File: config.mk
export PLATFORM = sky130hd
export DESIGN_NAME = adc_scan_cal_control
export DESIGN_NICKNAME = d
export VERILOG_FILES = /design/src/hw/acq_pkg.sv /design/src/hw/adc_scan_cal_control.sv /design/src/hw/scan_sequencer.sv
export VERILOG_INCLUDE_DIRS = /design/src /design/src/hw
export SDC_FILE = /design/constraint.sdc
export NUM_CORES = 1
export LEC_CHECK = 0
export ABC_AREA = 1
export BUFFER_PORTS_ARGS = -buffer_cell sky130_fd_sc_hd__clkbuf_2
export CORE_UTILIZATION = 30
export DETAILED_ROUTE_END_ITERATION = 7
export PLACE_DENSITY = 0.45
export SETUP_SLACK_MARGIN = 0.1
export SKIP_LAST_GASP = 1
export SYNTH_ARGS = -nofsm -noshare
export SYNTH_HDL_FRONTEND = slang
export SYNTH_SLANG_ARGS = --single-unit
File: constraint.sdc
create_clock -name clk_sys -period 2.6 [get_ports clk_sys]
set_input_delay 0.13 -clock clk_sys [delete_from_list [all_inputs] [get_ports clk_sys]]
set_output_delay 0.13 -clock clk_sys [all_outputs]
set_load 0.05 [all_outputs]
File: src/hw/acq_defs.svh
`ifndef ACQ_DEFS_SVH
`define ACQ_DEFS_SVH

// ----------------------------------------------------------------------
// Register offsets
// ----------------------------------------------------------------------
`define OFF_STATUS 3'h0
`define OFF_RANGE 3'h5
`define OFF_SCANCAL 3'h7

// ----------------------------------------------------------------------
// Field positions
// ----------------------------------------------------------------------
`define BIT_CALIBRATION_ENABLE 0
`define BIT_INHIBIT 1
`define BIT_DIR 2
`define BIT_CONV_ACTIVE 4
`define BIT_REVISION 7

// ----------------------------------------------------------------------
// Reset values
// ----------------------------------------------------------------------
`define RST_CHANNEL 4'h0
`define RST_RANGE 2'h2
`define RST_SCANCAL 3'h0

// ----------------------------------------------------------------------
// Timing
// ----------------------------------------------------------------------
`define CAL_TIME_US 10000
`define CLK_MHZ 10
`define CAL_CYCLES (`CAL_TIME_US * `CLK_MHZ)
`define CONV_CYCLES 100

`endif

File: src/hw/acq_pkg.sv
package acq_pkg;
	typedef struct packed {
		logic [2:0] addr;
		logic [7:0] wdata;
		logic wr;
		logic rd;
	} reg_req_t;

	typedef struct packed {
		logic scan_disable_n;
		logic [3:0] channel_select;
	} chan_cfg_t;

	typedef enum logic [1:0] {
		range_0_10v = 2'h0,
		range_5v = 2'h2,
		range_2p5v = 2'h3
	} range_t;

	typedef enum {
		st_idle,
		st_convert,
		st_calibrate
	} seq_state_t;
endpackage

File: src/hw/adc_scan_cal_control.sv
// Strobed register access was left to the implementer.
`timescale 1ns/1ps
`include "acq_defs.svh"

// How it works
// - Four-bit channel select picks one of 16 inputs; resets to zero.
// - Channel codes 4 through 15 drive the multiplexer as binary numbers.
// - Scan enabled: every channel between selected and zero is sampled.
// - Direction bit clear scans down to zero; set scans up from zero.
// - Scan disabled: only the selected channel is sampled throughout.
// - Inhibit resets clear; when set both trigger sources are blocked.
// - Calibration enable resets clear and permits converter calibration.
// - Write enable then read the control register to start calibration.
// - Conversion active status is high during conversion or calibration.
// - Two-bit range code resets to 10; codes 00, 10, 11 valid.
module adc_scan_cal_control #(
	parameter int cal_cycles = `CAL_CYCLES,
	parameter int conv_cycles = `CONV_CYCLES,
	// The revision bit value is arbitrary; a board ties it as it needs.
	parameter logic revision_id = 1'b1
) (
	// Clock and reset
	input wire logic clk_sys,
	input wire logic rst,
	// Register port
	input wire logic [2:0] reg_addr,
	input wire logic [7:0] reg_wdata,
	input wire logic reg_wr,
	input wire logic reg_rd,
	output logic [7:0] reg_rdata,
	// Channel configuration from the first command register
	input wire logic [3:0] channel_select,
	input wire logic scan_disable_n,
	// Trigger sources, active low pins
	input wire logic counter0_convert_pulse_n,
	input wire logic external_convert_strobe_n,
	// Converter side
	output logic [3:0] mux_channel,
	output logic [1:0] input_range_code,
	output logic convert_start,
	output logic calibrate_start,
	output logic conversion_active
);
	acq_pkg::reg_req_t req;
	acq_pkg::chan_cfg_t cfg;
	acq_pkg::seq_state_t state_q;
	acq_pkg::seq_state_t state_d;

	// Register state.
	logic [2:0] scancal_q;
	logic [2:0] scancal_d;
	logic [1:0] range_q;
	logic [1:0] range_d;
	logic [7:0] rdata_q;
	logic [7:0] rdata_d;
	logic cal_armed_q;
	logic cal_armed_d;
	logic restart_q;

	// Sequencer state.
	logic [31:0] count_q;
	logic [31:0] count_d;

	// Trigger pin synchronisers.
	logic [2:0] cnt0_sync_q;
	logic [2:0] ext_sync_q;
	logic cnt0_level_q;
	logic ext_level_q;

	// ------------------------------------------------------------------
	// Helpers
	// ------------------------------------------------------------------
	// True when a strobe addresses the given register.
	function automatic logic addr_hit(input logic strobe,
		input logic [2:0] addr, input logic [2:0] offset);
		return strobe && addr == offset;
	endfunction

	// A pin counts as low once the last two stages agree on zero.
	function automatic logic settled_low(input logic [2:0] sync);
		return sync[2] == 1'b0 && sync[1] == 1'b0;
	endfunction

	// The level follows the pin only after two agreeing samples, which
	// filters a one-sample glitch on the connector.
	function automatic logic next_level(input logic level,
		input logic [2:0] sync);
		logic agree;
		agree = sync[2] == sync[1];
		return agree ? sync[2] : level;
	endfunction

	// Loads the down counter so that a busy phase lasts n cycles.
	function automatic logic [31:0] load_count(input int n);
		return 32'(n - 1);
	endfunction

	// True while the sequencer waits for work.
	function automatic logic is_idle(input acq_pkg::seq_state_t st);
		return st == acq_pkg::st_idle;
	endfunction

	// Builds the status byte; the other bits are always zero.
	function automatic logic [7:0] pack_status(input logic rev,
		input logic busy);
		logic [7:0] word;
		word = 8'h00;
		word[`BIT_REVISION] = rev;
		word[`BIT_CONV_ACTIVE] = busy;
		return word;
	endfunction

	// ------------------------------------------------------------------
	// Bus bundle
	// ------------------------------------------------------------------
	assign req = '{addr: reg_addr, wdata: reg_wdata, wr: reg_wr,
		rd: reg_rd};
	assign cfg = '{scan_disable_n: scan_disable_n,
		channel_select: channel_select};

	// ------------------------------------------------------------------
	// Register decode
	// ------------------------------------------------------------------
	wire wr_scancal = addr_hit(req.wr, req.addr, `OFF_SCANCAL);
	wire wr_range = addr_hit(req.wr, req.addr, `OFF_RANGE);
	wire rd_scancal = addr_hit(req.rd, req.addr, `OFF_SCANCAL);
	wire rd_status = addr_hit(req.rd, req.addr, `OFF_STATUS);
	wire calibration_enable = scancal_q[`BIT_CALIBRATION_ENABLE];
	wire inhibit = scancal_q[`BIT_INHIBIT];
	wire scan_direction = scancal_q[`BIT_DIR];

	// The status address has no write path, so writes there are lost.
	wire [7:0] status_word = pack_status(revision_id, conversion_active);
	wire [7:0] scancal_word = {5'h0, scancal_q};
	// Unmapped and write-only addresses read back as zero.
	assign rdata_d = rd_status ? status_word
		: rd_scancal ? scancal_word : 8'h00;

	// Reserved bits are dropped, so stray ones cannot take effect.
	assign scancal_d = wr_scancal ? req.wdata[2:0] : scancal_q;
	// Code 01 is kept as written; the converter decides what it means.
	assign range_d = wr_range ? req.wdata[1:0] : range_q;

	// ------------------------------------------------------------------
	// Registers
	// ------------------------------------------------------------------
	always_ff @(posedge clk_sys) begin
		if (rst) begin
			scancal_q <= `RST_SCANCAL;
		end else begin
			scancal_q <= scancal_d;
		end
	end

	always_ff @(posedge clk_sys) begin
		if (rst) begin
			range_q <= `RST_RANGE;
		end else begin
			range_q <= range_d;
		end
	end

	// Read data are reloaded every cycle, so they stand for one cycle.
	always_ff @(posedge clk_sys) begin
		if (rst) begin
			rdata_q <= 8'h00;
		end else begin
			rdata_q <= rdata_d;
		end
	end

	// A direction bit lands on the same edge as its write, so the scan
	// restart is applied one cycle later, when the new bit is visible.
	always_ff @(posedge clk_sys) begin
		if (rst) begin
			restart_q <= 1'b0;
		end else begin
			restart_q <= wr_scancal;
		end
	end

	assign reg_rdata = rdata_q;
	assign input_range_code = range_q;

	// ------------------------------------------------------------------
	// Trigger pin synchronisers
	// ------------------------------------------------------------------
	// Stages reset to the idle high level, so the release of reset is
	// never taken for a falling edge.
	always_ff @(posedge clk_sys) begin
		if (rst) begin
			cnt0_sync_q <= 3'h7;
		end else begin
			cnt0_sync_q <= {cnt0_sync_q[1:0],
				counter0_convert_pulse_n};
		end
	end

	always_ff @(posedge clk_sys) begin
		if (rst) begin
			ext_sync_q <= 3'h7;
		end else begin
			ext_sync_q <= {ext_sync_q[1:0],
				external_convert_strobe_n};
		end
	end

	always_ff @(posedge clk_sys) begin
		if (rst) begin
			cnt0_level_q <= 1'b1;
		end else begin
			cnt0_level_q <= next_level(cnt0_level_q, cnt0_sync_q);
		end
	end

	always_ff @(posedge clk_sys) begin
		if (rst) begin
			ext_level_q <= 1'b1;
		end else begin
			ext_level_q <= next_level(ext_level_q, ext_sync_q);
		end
	end

	wire cnt0_fall = cnt0_level_q && settled_low(cnt0_sync_q);
	wire ext_fall = ext_level_q && settled_low(ext_sync_q);
	wire pin_fall = cnt0_fall || ext_fall;
	// Calibration mode also holds off triggers, since conversion with
	// the enable still set is not allowed. A trigger that arrives while
	// the sequencer is busy is dropped, not queued.
	wire trigger = pin_fall && !inhibit && !calibration_enable;

	// ------------------------------------------------------------------
	// Calibration arming
	// ------------------------------------------------------------------
	// The dummy read after setting the enable is what launches the run.
	// Arming is spent by that launch, so a later read does not rerun it.
	wire cal_go = rd_scancal && calibration_enable && cal_armed_q;

	always_comb begin
		cal_armed_d = cal_armed_q;
		if (wr_scancal) begin
			cal_armed_d = req.wdata[`BIT_CALIBRATION_ENABLE];
		end else if (!calibration_enable || cal_go) begin
			cal_armed_d = 1'b0;
		end
	end

	always_ff @(posedge clk_sys) begin
		if (rst) begin
			cal_armed_q <= 1'b0;
		end else begin
			cal_armed_q <= cal_armed_d;
		end
	end

	// ------------------------------------------------------------------
	// Sequencer
	// ------------------------------------------------------------------
	// A conversion and a calibration share one down counter; it is wide
	// enough for the full calibration time at the board clock.
	always_comb begin
		state_d = state_q;
		count_d = count_q;
		case (state_q)
			acq_pkg::st_idle: begin
				if (cal_go) begin
					state_d = acq_pkg::st_calibrate;
					count_d = load_count(cal_cycles);
				end else if (trigger) begin
					state_d = acq_pkg::st_convert;
					count_d = load_count(conv_cycles);
				end
			end
			acq_pkg::st_convert, acq_pkg::st_calibrate: begin
				if (count_q == 32'h0) begin
					state_d = acq_pkg::st_idle;
				end else begin
					count_d = count_q - 32'h1;
				end
			end
			default: begin
				state_d = acq_pkg::st_idle;
				count_d = 32'h0;
			end
		endcase
	end

	always_ff @(posedge clk_sys) begin
		if (rst) begin
			state_q <= acq_pkg::st_idle;
		end else begin
			state_q <= state_d;
		end
	end

	always_ff @(posedge clk_sys) begin
		if (rst) begin
			count_q <= 32'h0;
		end else begin
			count_q <= count_d;
		end
	end

	// ------------------------------------------------------------------
	// Converter outputs
	// ------------------------------------------------------------------
	wire seq_idle = is_idle(state_q);
	assign conversion_active = !is_idle(state_q);
	// Calibration start wins over a trigger in the same cycle.
	assign convert_start = seq_idle && trigger && !cal_go;
	assign calibrate_start = seq_idle && cal_go;
	wire conv_done = state_q == acq_pkg::st_convert && count_q == 32'h0;

	// ------------------------------------------------------------------
	// Channel stepping
	// ------------------------------------------------------------------
	// Any write to the control register restarts the scan from its first
	// channel so a new direction takes effect cleanly.
	scan_sequencer u_seq (
		.clk_sys(clk_sys),
		.rst(rst),
		.cfg(cfg),
		.scan_direction(scan_direction),
		.restart(restart_q),
		.step(conv_done),
		.mux_channel(mux_channel)
	);
endmodule

File: src/hw/scan_sequencer.sv
`timescale 1ns/1ps
`include "acq_defs.svh"

// Steps the multiplexer address after each finished conversion while scanning; with scan disabled it follows the channel select.
module scan_sequencer (
	// Clock and reset
	input wire logic clk_sys,
	input wire logic rst,
	// Configuration
	input wire acq_pkg::chan_cfg_t cfg,
	input wire logic scan_direction,
	input wire logic restart,
	input wire logic step,
	// Multiplexer
	output logic [3:0] mux_channel
);
	logic [3:0] chan_q;
	logic [3:0] chan_d;
	logic [3:0] start_ch;
	logic at_end;

	// ------------------------------------------------------------------
	// Start point and wrap
	// ------------------------------------------------------------------
	assign start_ch = scan_direction ? 4'h0 : cfg.channel_select;
	assign at_end = scan_direction ? (chan_q == cfg.channel_select)
		: (chan_q == 4'h0);

	always_comb begin
		chan_d = chan_q;
		if (cfg.scan_disable_n) begin
			chan_d = cfg.channel_select;
		end else if (restart) begin
			chan_d = start_ch;
		end else if (step) begin
			if (at_end) begin
				chan_d = start_ch;
			end else if (scan_direction) begin
				chan_d = chan_q + 4'h1;
			end else begin
				chan_d = chan_q - 4'h1;
			end
		end
	end

	always_ff @(posedge clk_sys) begin
		if (rst) begin
			chan_q <= `RST_CHANNEL;
		end else begin
			chan_q <= chan_d;
		end
	end

	// Binary code drives the multiplexer directly.
	assign mux_channel = chan_q;
endmodule
-- Yosys cells after proc, flatten, opt, wreduce, memory -nomap -nowiden
Cells that the tools add are included.
- bits in registers: 91
- output and inout port bits: 17
- word-level logic and storage cells: 86
- add/sub/neg operators: 3
- equal/unequal tests: 11
- multiplexer cells: 19
- bitwise gates (word level): 5
- reductions and logical operators: 34
- operators with widths (operator ; count):
    two-way mux 32 bit ; 6
    case mux 32 bit (2 select lines) ; 2
    logical NOT 32 bit ; 3
    equality test 32 x 2 -> 1 bit (second input constant) ; 2
    equality test 32 x 1 -> 1 bit (second input constant) ; 1
    subtractor 32 x 1 -> 32 bit (second input constant) ; 1
    two-way mux 4 bit ; 6
    logical AND 1 bit ; 16
    two-way mux 8 bit ; 1
    equality test 3 bit (second input constant) ; 2
    inverter 1 bit ; 5
    adder 4 x 1 -> 4 bit (second input constant) ; 1
    equality test 4 bit ; 1
    logical NOT 1 bit ; 4
    logical NOT 4 bit ; 1
    != test 2 bit (second input constant) ; 2
    AND reduction 2 bit ; 2
    OR reduction 2 bit ; 2
    subtractor 4 x 1 -> 4 bit (second input constant) ; 1
    logical NOT 3 bit ; 1
    two-way mux 1 bit ; 3
    two-way mux 3 bit ; 1
    != test 3 bit (second input constant) ; 1
    nonzero test 3 bit ; 1
    4 further kinds ; 6

-- Depth between registers and ports, before layout
Gate-level depths: netlist of the first run.
- depth in word-level cells: 9
- gate-level depth with buffers: 14
- gate-level depth less buffers: 13

-- Modules after synthesis
Synthesis of the first run repeated with hierarchy kept, for this count alone.
- cells, all modules: 590
- area, all modules: 3672.3 um^2
- by module, submodules not included (module ; instances ; cells each ; area each (um^2) ; seq. area each (um^2)):
    adc_scan_cal_control ; 1 ; 507 ; 3213.1 ; 1081.0
    scan_sequencer ; 1 ; 83 ; 459.2 ; 80.1

-- Least setup slack after synthesis of the first run
Ideal clock, no wire load.
- kind: flip-flop to flip-flop
- from: register state_q[0]
- to: register state_q[0]
- data arrival time: 1.859 ns
- required time: 2.528 ns
- path slack: 0.669 ns
- stages on the path, launching flop included: 7
- clock period less this slack: 1.931 ns
- cell sequence: dfxtp_1 inv_1 ha_1 inv_1 nor2_1 nand2_1 a21oi_1
- cells in the longest elaborated chain, start to end: 4
- elaborated cells on any way between the ends: 8
- RTL lines (item ; line ; RTL):
    start: declaration ; adc_scan_cal_control.sv:46 ; acq_pkg::seq_state_t state_q;
    start signal: assignment ; adc_scan_cal_control.sv:290 ; state_q <= acq_pkg::st_idle;
    start signal: assignment ; adc_scan_cal_control.sv:292 ; state_q <= state_d;
    equality test 32 x 1 -> 1 bit / equality test 32 x 2 -> 1 bit (equally long branches) ; adc_scan_cal_control.sv:264 ; case (state_q)
    OR reduction 2 bit ; adc_scan_cal_control.sv:264 ;
    != test 2 bit (no line) ; -- ;
    AND reduction 2 bit (no line) ; -- ;
Parallel ways exist; a longest one is shown, timed or not.
A chain may end at the register's enable or synchronous reset.

-- Worst setup path in the final report of the first run
- from: register count_q[0]
- to: register count_q[22]
- cells in the longest elaborated chain, start to end: 3
- elaborated cells on any way between the ends: 6
- RTL lines (item ; line ; RTL):
    start: declaration ; adc_scan_cal_control.sv:61 ; logic [31:0] count_q;
    start signal: assignment ; adc_scan_cal_control.sv:300 ; count_q <= count_d;
    subtractor 32 x 1 -> 32 bit / logical NOT 32 bit (equally long branches) ; adc_scan_cal_control.sv:278, adc_scan_cal_control.sv:275 ;
    two-way mux 32 bit / != test 2 bit (equally long branches) ; -- ;
    case mux 32 bit (2 select lines) / AND reduction 2 bit (equally long branches) ; -- ;
Parallel ways exist; a longest one is shown, timed or not. The select of a mux whose other input is x is not followed.

==> flow_summary.ini, run 1 <==
[run_status]
run_status = finished clean

[timing]
setup_viol = 0
rsz0062_at_grt = yes
fin_skew_ns = 0.003355
finalHoldViolations = 0
worstMarginPinSlew_ns = 0.6888
fmax_mhz = 436.3
fin_crit_ns = 2.292
setup_ws_ns = 0.3080
period_share_pct = 88.15
setup_tns_ns = 0
max_slew_margin_pct = 54.03
slew_viol_final = 0

[layout]
final_common_cell = nand2_1
final_cell_mix = nand2_1 (159), nor2_1 (97), inv_1 (79)
fin_cells = 748
multi_input_comb_area_um2 = 1979
fin_nets = 631
diodes = 0
area_delta_synth_final_pct = 16.99
fillers = 1265
ff_latch_area_um2 = 1161
drive_gt1_share_pct = 12.40

[detailed_routing]
viasPerCell = 4.529
drtIter0Drc = 136
wl_um = 8725
post-route-drc-count = 0
via_count = 3388
dr.pass1.iters = 4
post_drt_wl_per_cell_um = 11.66
postRouteAntennaNets = 0

[power]
peakVddDrop_uv = 329.2
power_switching_uw = 709.2
comb_power_share_pct = 15.7
power_density_nw_per_um2 = 632.4
pwr-share-clk_pct = 48.6
p_leak_nw = 2.070
power.total_mw = 2.616
power.share.sequential_pct = 35.7
internal_power_mw = 1.907
swShare_pct = 27.11

[logic_synthesis]
yosysSeqAreaShare_pct = 32.84
syn_area_per_cell_um2 = 6.269
synth_top_family_by_area = simple AND/OR/NAND/NOR gates
synth_seq_cells = 58
synth_xor_area_share_pct = 2.477
ys_types = 34
netlist.area_leader.share_pct = 32.84
synth_area_um2 = 3536
yosys_warnings = 0
synthTopCellsByArea = dfxtp_1 (33%), nand2_1 (17%), nor2_1 (10%), inv_1 (8.4%), nand3_1 (5.2%)
synth_mux_area_share_pct = 0
yosys.area_share.simple_pct = 40.27
synth-adder-area-share_pct = 3.397
synthCells = 564
synth_compound_area_share_pct = 9.519
yosys.area.top_type = dfxtp_1

[global_routing]
overflow = 0
first_global_vias = 3315
grt_usage_pct = 15.53
antenna_found_initial = 0
grt_pass1_wl_um = 15390
grt_max_degree = 32

[worst_setup_path]
end_kind = register
r2r-start = count_q[0]
timing.rr.end = count_q[22]
r2r_cells = 13
cp.arrival_ns = 2.52
required_ns = 2.82
criticalPathCategory = reg2reg
setup.worst_path.start = count_q[0]
endpoint = count_q[22]
rrSetupSlack_ns = 0.31
critPathLaunchType = register
cp_max_fo = 20

[die]
rows = 39
ios = 39
fp.dieArea_um2 = 12220
fp.dieH_um = 110.6
coreArea_um2 = 11470
initial_utilization_pct = 30.83
die-width_um = 110.6

[placement]
place_inst = 730
dp_hpwl_um = 6577
port-buffer-count = 30
gp_congestion = 0.7970
pre_cts_ws_ns = 0.3121

[clock_network]
clock-sinks = 58
htreeDepth = 3
root_buffer = clkbuf_16
insertion_delay_ns = 0.33
cts_tree = yes
cts_buffer_depth = 2
cts_buffers = 9
path_clk_slew_ns = 0.05
cts_setup_buffers = 0

[flow_run]
cap_violations = 0

[worst_hold_path]
hold_path.class = in2reg
## worst max-delay path, stage by stage, from the launching register on
cell and delay [ns]:
dfxtp_1 0.32, inv_1 0.10, ha_1 0.23, nand2_2 0.14
nor2_8 0.20, nand2_4 0.08, nor2_4 0.14, nand2_4 0.09
nand2_4 0.20, inv_1 0.36, nand2_1 0.19, nand2_1 0.06
nand2_1 0.05, nor2_1 0.03
## synth_stat cells, drive strengths merged
| master | instances |
|---|---|
| or2 | 4 |
| xor2 | 6 |
| buf | 11 |
| fa | 1 |
| dfxtp | 58 |
| xnor2 | 4 |
| a21o | 1 |
| nand4 | 8 |
| nand2 | 165 |
| clkinv | 1 |
| clkbuf | 1 |
| nand3b | 2 |
| nor3 | 10 |
| a21oi | 35 |
| ha | 8 |
| o21ai | 24 |
| conb | 1 |
| nor2 | 103 |
| inv | 80 |
| nand3 | 38 |
| nor4 | 3 |
## cell type report
type                       count  share of cell area (%)
inverter                      81                   7.350
clock inverter                 5                   1.875
tap                          143                   4.325
clock buffer                  11                   5.868
multi-input combinational    415                   47.85
timing repair buffer          35                   4.658
sequential                    58                   28.07
## how the worst min path moves through the flow
stage	slack (ns)	end	startpoint	depth (start not counted)
after floorplan	0.21	reg_rdata[7]	reg_addr[1]	1
after detailed placement	0.32	ext_sync_q[0]	external_convert_strobe_n	2
after global placement	0.31	ext_sync_q[0]	external_convert_strobe_n	2
after global routing	0.009	reg_rdata[7]	reg_addr[2]	2
after CTS	0.002	reg_rdata[7]	reg_addr[2]	2
final	0.01	reg_rdata[7]	reg_addr[2]	2
## power by group through the flow
stage	combinational (mW)	sequential (mW)	clock, mW
2_1_floorplan	0.301	0.966	0
3_3_place_gp	0.412	0.952	0
3_5_place_dp	0.413	0.952	0
4_1_cts	0.418	0.933	1.31
5_1_grt	0.477	0.936	1.35
6_report	0.412	0.933	1.27
## per-stage QoR
stage / hold WS, ns / instance area [µm²] / util [%]
after global placement: 0.3125 / 3796 / 33.10
after CTS: 0.001959 / 4136 / 36.07
after detailed placement: 0.3152 / 3796 / 33.10
after floorplan: 0.2068 / 3543 / -
final: 0.01211 / 4136 / 36.07
after global routing: 0.008506 / 4136 / 36.07
## metal layers
metal	up-vias	track usage (%)	share of wire, %
li1	1819	-	-
met1	1500	19.98	50
met2	55	25.09	45
met3	14	3.677	3.4
met4	0	5.867	2.0
met5	-	0	0
## logic make-up after synthesis
logic type / after synthesis
adder cells (fa/ha/maj): 9
flip-flops: 58
buffers and inverters: 93
other: 1
XOR/XNOR: 10
AND/OR/NAND/NOR: 333
AO/OA/AOI/OAI: 60
## timing repair
| action | 4_1_cts | 5_1_grt |
|---|---|---|
| endpoints found under the setup margin | 0 | 4 |
| hold endpoints to repair | 2 | 0 |
| resized for setup | 0 | 0 |
| hold buffers | 2 | 0 |
## sequential cells by signal, summed over array words and instances (netlist names)
register and flops:
cnt0_sync_q 3, u_seq.mux_channel 4, state_q 2, restart_q 1, scancal_q 3, reg_rdata 5
cal_armed_q 1, ext_sync_q 3, count_q 32, ext_level_q 1, cnt0_level_q 1, input_range_code 2
Note: power is estimated with default switching activity, not from simulation.
==> inputs of run 2 (changes only) <==
--- a/config.mk
+++ b/config.mk
@@ -7,12 +7,13 @@
 export NUM_CORES = 1
 export LEC_CHECK = 0
 export ABC_AREA = 1
-export BUFFER_PORTS_ARGS = -buffer_cell sky130_fd_sc_hd__clkbuf_2
+export BUFFER_PORTS_ARGS = -buffer_cell sky130_fd_sc_hd__buf_2
 export CORE_UTILIZATION = 30
 export DETAILED_ROUTE_END_ITERATION = 7
-export PLACE_DENSITY = 0.45
+export PLACE_DENSITY = 0.47
 export SETUP_SLACK_MARGIN = 0.1
 export SKIP_LAST_GASP = 1
 export SYNTH_ARGS = -nofsm -noshare
 export SYNTH_HDL_FRONTEND = slang
+export SYNTH_HIERARCHICAL = 1
 export SYNTH_SLANG_ARGS = --single-unit
==> constraint.sdc (replaced) <==
create_clock -name clk_sys -period 1.9 [get_ports clk_sys]
set_input_delay 0.095 -clock clk_sys [delete_from_list [all_inputs] [get_ports clk_sys]]
set_output_delay 0.095 -clock clk_sys [all_outputs]
set_load 0.05 [all_outputs]
==> run 2 against run 1 <==
Against the previous run: utilization up 3.1 points; count of clock-buffer cells in the layout fell by 2; die area up 3.8%; sequential cell count stayed put; sequential power grew 36%; register-to-register slack worse by 0.12 ns; non-clock buffer count is 37 higher; combinational power grew 68%; largest cell class unchanged; highest routed layer unchanged.
==> flow_summary.ini, run 2 <==
[layout]
diodes = 0
final_cell_mix = nand2_1 (159), nor2_1 (81), inv_1 (80)
largest-register = count_q
fin_nets = 689
drive_gt1_share_pct = 21.60
area_delta_synth_final_pct = 27.60
fin_util_pct = 39.17
final_common_cell = nand2_1
largest_reg_flops = 32

[timing]
finalHoldViolations = 0
slew_viol_final = 0
setup_tns_ns = 0
setup_viol = 0
fmax_mhz = 581.8
period_share_pct = 90.47
fin_skew_ns = 0.006487
fin_crit_ns = 1.719
setup_ws_ns = 0.1811
hold_ws_ns = 0.03227
rsz0062_at_grt = yes

[worst_setup_path]
timing.rr.end = reg_rdata[4]
required_ns = 1.80
criticalPathCategory = reg2out
critPathLaunchType = register
cpPeakStageDelay_ns = 0.38
rrSetupSlack_ns = 0.19
cp_max_fo = 4
r2r_cells = 5
crit_chain = inv_1 -> ha_1 -> buf_4 -> inv_1 -> buf_2
end_kind = output port
cp_slowest_cell = dfxtp_1
cp.arrival_ns = 1.62
r2r-start = state_q[0]
crit_top_cell = inv_1

[logic_synthesis]
synth_seq_cells = 58
yosys.area.top_type = dfxtp_1
synthCells = 590
synth.most_common_cell = nand2_1
synth_edf_count = 0
synthTopCellsByArea = dfxtp_1 (32%), nand2_1 (17%), nor2_1 (9.5%), inv_1 (8.5%), nand3_1 (5.9%)
syn_area_per_cell_um2 = 6.224
yosys.area_share.simple_pct = 40.10
netlist.area_leader.share_pct = 31.62
synth-adder-area-share_pct = 3.271
yosys_warnings = 6
ys_async_sr_fraction_pct = 0
ys_types = 36
synth_xor_area_share_pct = 0.4770
synth_common_cells = nand2_1 (162), nor2_1 (93), inv_1 (83), dfxtp_1 (58), nand3_1 (43)
synth_area_um2 = 3672
synth_compound_area_share_pct = 12.40
synth-main-ff-cell = dfxtp_1
synth_mux_area_share_pct = 0
synth_top_family_by_area = simple AND/OR/NAND/NOR gates
yosysSeqAreaShare_pct = 31.62

[global_routing]
grt_usage_pct = 17.12
overflow = 0
grt_max_degree = 27
antenna_found_initial = 0
first_global_vias = 3358
grt_pass1_wl_um = 16840

[clock_network]
path_clk_slew_ns = 0.05
cts_tree = yes
clock-sinks = 58
cts_buffer_depth = 2
cts_buffers = 9
root_buffer = clkbuf_16
htreeDepth = 3
insertion_delay_ns = 0.33

[detailed_routing]
via_count = 3710
viasPerCell = 4.586
drtIter0Drc = 261
postRouteAntennaNets = 0
post-route-drc-count = 0
post_drt_wl_per_cell_um = 12.66
dr.pass1.iters = 4
wl_um = 10240

[worst_hold_path]
holdPathEnd = input_range_code[0]
min_from = reg_wdata[0]
hold_path.class = in2reg
min_delay_path_depth = 3

[die]
fp.dieH_um = 112.6
initial_utilization_pct = 30.70
rows = 40
fp.dieArea_um2 = 12690
coreArea_um2 = 11960
ios = 39
die-width_um = 112.6

[power]
peakVddDrop_uv = 386.5
p_leak_nw = 2.253
power_density_nw_per_um2 = 787.5

[flow_run]
cap_violations = 0

[placement]
dp_hpwl_um = 7339
gp_congestion = 0.7916
pre_cts_ws_ns = 0.07367
port-buffer-count = 30

[run_status]
run_status = finished clean
-- run 2: cell count changes after synthesis, moves of 4 or more --
cell / previous run / this run
xor2_1: 6 / 0
nand3_1: 37 / 43
inv_1: 79 / 83
a21oi_1: 26 / 40
nor3_1: 10 / 2
nor2_1: 97 / 93
clkbuf_1: 1 / 7
-- run 2: cell type report --
class                      count  area (µm²)
tap                          147       183.9
multi-input combinational    432        2175
sequential                    58        1165
timing repair buffer          72       530.5
inverter                      85       324.1
clock buffer                   9       225.2
fill                        1331        7276
clock inverter                 6       82.58
-- run 2: what timing repair did --
action,4_1_cts,5_1_grt
setup buffers,1,3
cloned,0,0
pin swaps,2,12
hold endpoints to repair,5,0
hold buffers,6,0
endpoints found under the setup margin,15,38
resized for setup,4,35
-- run 2: where the power goes --
group	switching [mW]	internal, mW
clock network	0.594	1.13
registers	0.0232	1.25
logic	0.431	0.262
-- run 2: worst max path at each step --
| stage | from | endpoint | slack, ns | cells past startpoint |
|---|---|---|---|---|
| 2_1_floorplan | state_q[0] | state_q[0] | 0.21 | 6 |
| 3_3_place_gp | count_q[24] | count_q[21] | 0.07 | 11 |
| 3_5_place_dp | count_q[0] | u_seq/mux_channel[2] | 0.07 | 14 |
| 4_1_cts | ext_sync_q[1] | convert_start | 0.08 | 9 |
| 5_1_grt | count_q[5] | count_q[31] | 0.08 | 10 |
| 6_report | state_q[0] | conversion_active | 0.18 | 5 |
-- run 2: logic make-up after synthesis --
kind of cell / after synthesis
AND/OR/NAND/NOR: 337
buffers and inverters: 102
AO/OA/AOI/OAI: 81
flip-flops: 58
adder cells (fa/ha/maj): 9
XOR/XNOR: 2
other: 1
-- run 2: critical path, delay by kind of cell, from the launching register on --
kind | cells | cell delay (ns)
adder cells (fa/ha/maj) | 1 | 0.22
buffers and inverters | 4 | 0.69
flip-flops | 1 | 0.38
-- run 2: stage by stage --
| stage | std cells | instance area (µm²) | power [mW] |
|---|---|---|---|
| after global placement | 784 | 4177 | 1.937 |
| final | 809 | 4686 | 3.690 |
| after global routing | 809 | 4686 | 3.860 |
| after floorplan | 592 | 3682 | 1.756 |
| after CTS | 806 | 4559 | 3.697 |
| after detailed placement | 784 | 4177 | 1.944 |
-- run 2: metal layers --
layer  vias up  global-route usage, %  routed length (µm)
met5         -                      0                   0
met4         0                  6.667                 163
met3        11                  3.078                 403
met2        77                  26.46                4430
met1      1644                  23.54                5245
li1       1978                      -                   -
==> inputs of run 3 (changes only) <==
--- a/config.mk
+++ b/config.mk
@@ -10,7 +10,8 @@
 export BUFFER_PORTS_ARGS = -buffer_cell sky130_fd_sc_hd__buf_2
 export CORE_UTILIZATION = 30
 export DETAILED_ROUTE_END_ITERATION = 7
-export PLACE_DENSITY = 0.47
+export MAX_ROUTING_LAYER = met4
+export PLACE_DENSITY = 0.46
 export SETUP_SLACK_MARGIN = 0.1
 export SKIP_LAST_GASP = 1
 export SYNTH_ARGS = -nofsm -noshare
==> run 3 against run 2 <==
Against the previous run: total power grew 0.52%; non-clock buffer count grew 8; first-iteration DRC count grew 14%; register-to-register slack is essentially flat; clock skew shrank 0.0025 ns; highest routed layer unchanged; largest power group unchanged; sequential cell count is the same; largest cell class unchanged; utilization grew 1.4 points.
==> flow_summary.ini, run 3 (same netlist as run 2, synthesis figures left out) <==
[run_status]
run_status = finished clean

[die]
ios = 39
rows = 40
coreArea_um2 = 11960
die-width_um = 112.6
fp.dieArea_um2 = 12690
initial_utilization_pct = 30.70
fp.dieH_um = 112.6

[worst_setup_path]
required_ns = 2.17
cp_max_fo = 7
cp.arrival_ns = 1.97
endpoint = count_q[27]
rrSetupSlack_ns = 0.20
criticalPathCategory = reg2reg
r2r_cells = 12
critPathLaunchType = register
setup.worst_path.start = count_q[9]
r2r-start = count_q[9]
end_kind = register
timing.rr.end = count_q[27]

[global_routing]
overflow = 0
grt_usage_pct = 17.69
grt_max_degree = 30
antenna_found_initial = 0
first_global_vias = 3555
grt_pass1_wl_um = 17220

[layout]
largest_reg_flops = 32
largest-register = count_q
final_common_cell = nand2_1
fillers = 1268
final_cell_mix = nand2_1 (156), inv_1 (80), nor2_1 (73)
area_delta_synth_final_pct = 32.20
fin_nets = 697
drive_gt1_share_pct = 25.63
diodes = 0

[timing]
fin_crit_ns = 1.701
setup_ws_ns = 0.1992
rsz0062_at_grt = no
period_share_pct = 89.52
setup_tns_ns = 0
setup_viol = 0
slew_viol_final = 0
finalHoldViolations = 0
fmax_mhz = 587.9
fin_skew_ns = 0.003951

[detailed_routing]
drtIter0Drc = 298
wl_um = 10450
postRouteAntennaNets = 0
post_drt_wl_per_cell_um = 12.77
via_count = 3768
viasPerCell = 4.606
dr.pass1.iters = 5
post-route-drc-count = 0

[clock_network]
cts_buffers = 9
cts_tree = yes
clock-sinks = 58
path_clk_slew_ns = 0.05
htreeDepth = 3
root_buffer = clkbuf_16
insertion_delay_ns = 0.32
cts_buffer_depth = 2

[placement]
port-buffer-count = 30
dp_hpwl_um = 7337
gp_congestion = 0.8234
pre_cts_ws_ns = 0.08139

[power]
peakVddDrop_uv = 420.9
power.total_mw = 3.709
p_leak_nw = 2.318
power_density_nw_per_um2 = 764.0

[flow_run]
cap_violations = 0

[worst_hold_path]
hold_path.class = in2reg
-- run 3: changes by cell type in the layout (fill, tap and decap cells not counted), sizes merged --
cell	delta
dlygate4sd3	-1
clkbuf	+2
clkinvlp	+1
buf	+7
-- run 3: where the power goes --
group | internal, mW | total (mW) | switching (mW)
Sequential | 1.25 | 1.27 | 0.0243
Clock | 1.14 | 1.75 | 0.603
Combinational | 0.263 | 0.693 | 0.429
Total | 2.65 | 3.71 | 1.06
-- run 3: final cells by class --
type                            instances  area (µm²)  share of cell area, %
Multi-Input combinational cell        432        2227                  45.88
Sequential cell                        58        1174                  24.18
Timing Repair Buffer                   80       626.9                  12.91
Inverter                               85       324.1                  6.675
Clock buffer                            9       225.2                  4.639
Tap cell                              147       183.9                  3.789
Clock inverter                          7       93.84                  1.933
-- run 3: worst max-delay path, cell delays in order, from the launching register on --
cell and delay, ns:
dfxtp_4 0.36, nor2_4 0.13, nand2_2 0.08, nor2_4 0.15
nand2_4 0.09, nor2_8 0.13, buf_6 0.11, a21oi_4 0.05
buf_12 0.15, clkbuf_16 0.16, a21oi_1 0.12, nand2_1 0.07
inv_1 0.05
-- run 3: worst min-delay path by stage --
| stage | start | endpoint | slack (ns) | cells after the start |
|---|---|---|---|---|
| 2_1_floorplan | rst | u_seq/mux_channel[0] | 0.16 | 1 |
| 3_3_place_gp | external_convert_strobe_n | ext_sync_q[0] | 0.28 | 2 |
| 4_1_cts | reg_wdata[1] | input_range_code[1] | 0.008 | 3 |
| 5_1_grt | reg_wdata[1] | input_range_code[1] | 0.03 | 3 |
| 3_5_place_dp | external_convert_strobe_n | ext_sync_q[0] | 0.29 | 2 |
| 6_report | reg_wdata[1] | input_range_code[1] | 0.009 | 3 |
-- run 3: what timing repair did --
item	CTS	global route
buffers inserted	1	11
hold buffers	5	0
hold endpoints to repair	4	0
gates cloned	0	3
endpoints found under the setup margin	17	37
resized for setup	4	58
pin swaps	2	22
-- run 3: through the flow --
step	utilization (%)	cell area (µm²)	hold slack, ns	std cells
after CTS	37.97	4542	0.008377	804
after detailed placement	34.69	4149	0.2859	782
final	40.59	4855	0.009275	818
after floorplan	-	3682	0.1641	592
after global routing	40.59	4855	0.02900	818
after global placement	34.69	4149	0.2793	782
-- run 3: metal layers --
| metal | vias up | GRT usage (%) | wire (µm) |
|---|---|---|---|
| met4 | 0 | 3.289 | 55 |
| met5 | - | - | 0 |
| met1 | 1699 | 22.91 | 5101 |
| met2 | 74 | 28.72 | 4790 |
| met3 | 5 | 3.510 | 499 |
| li1 | 1990 | - | - |
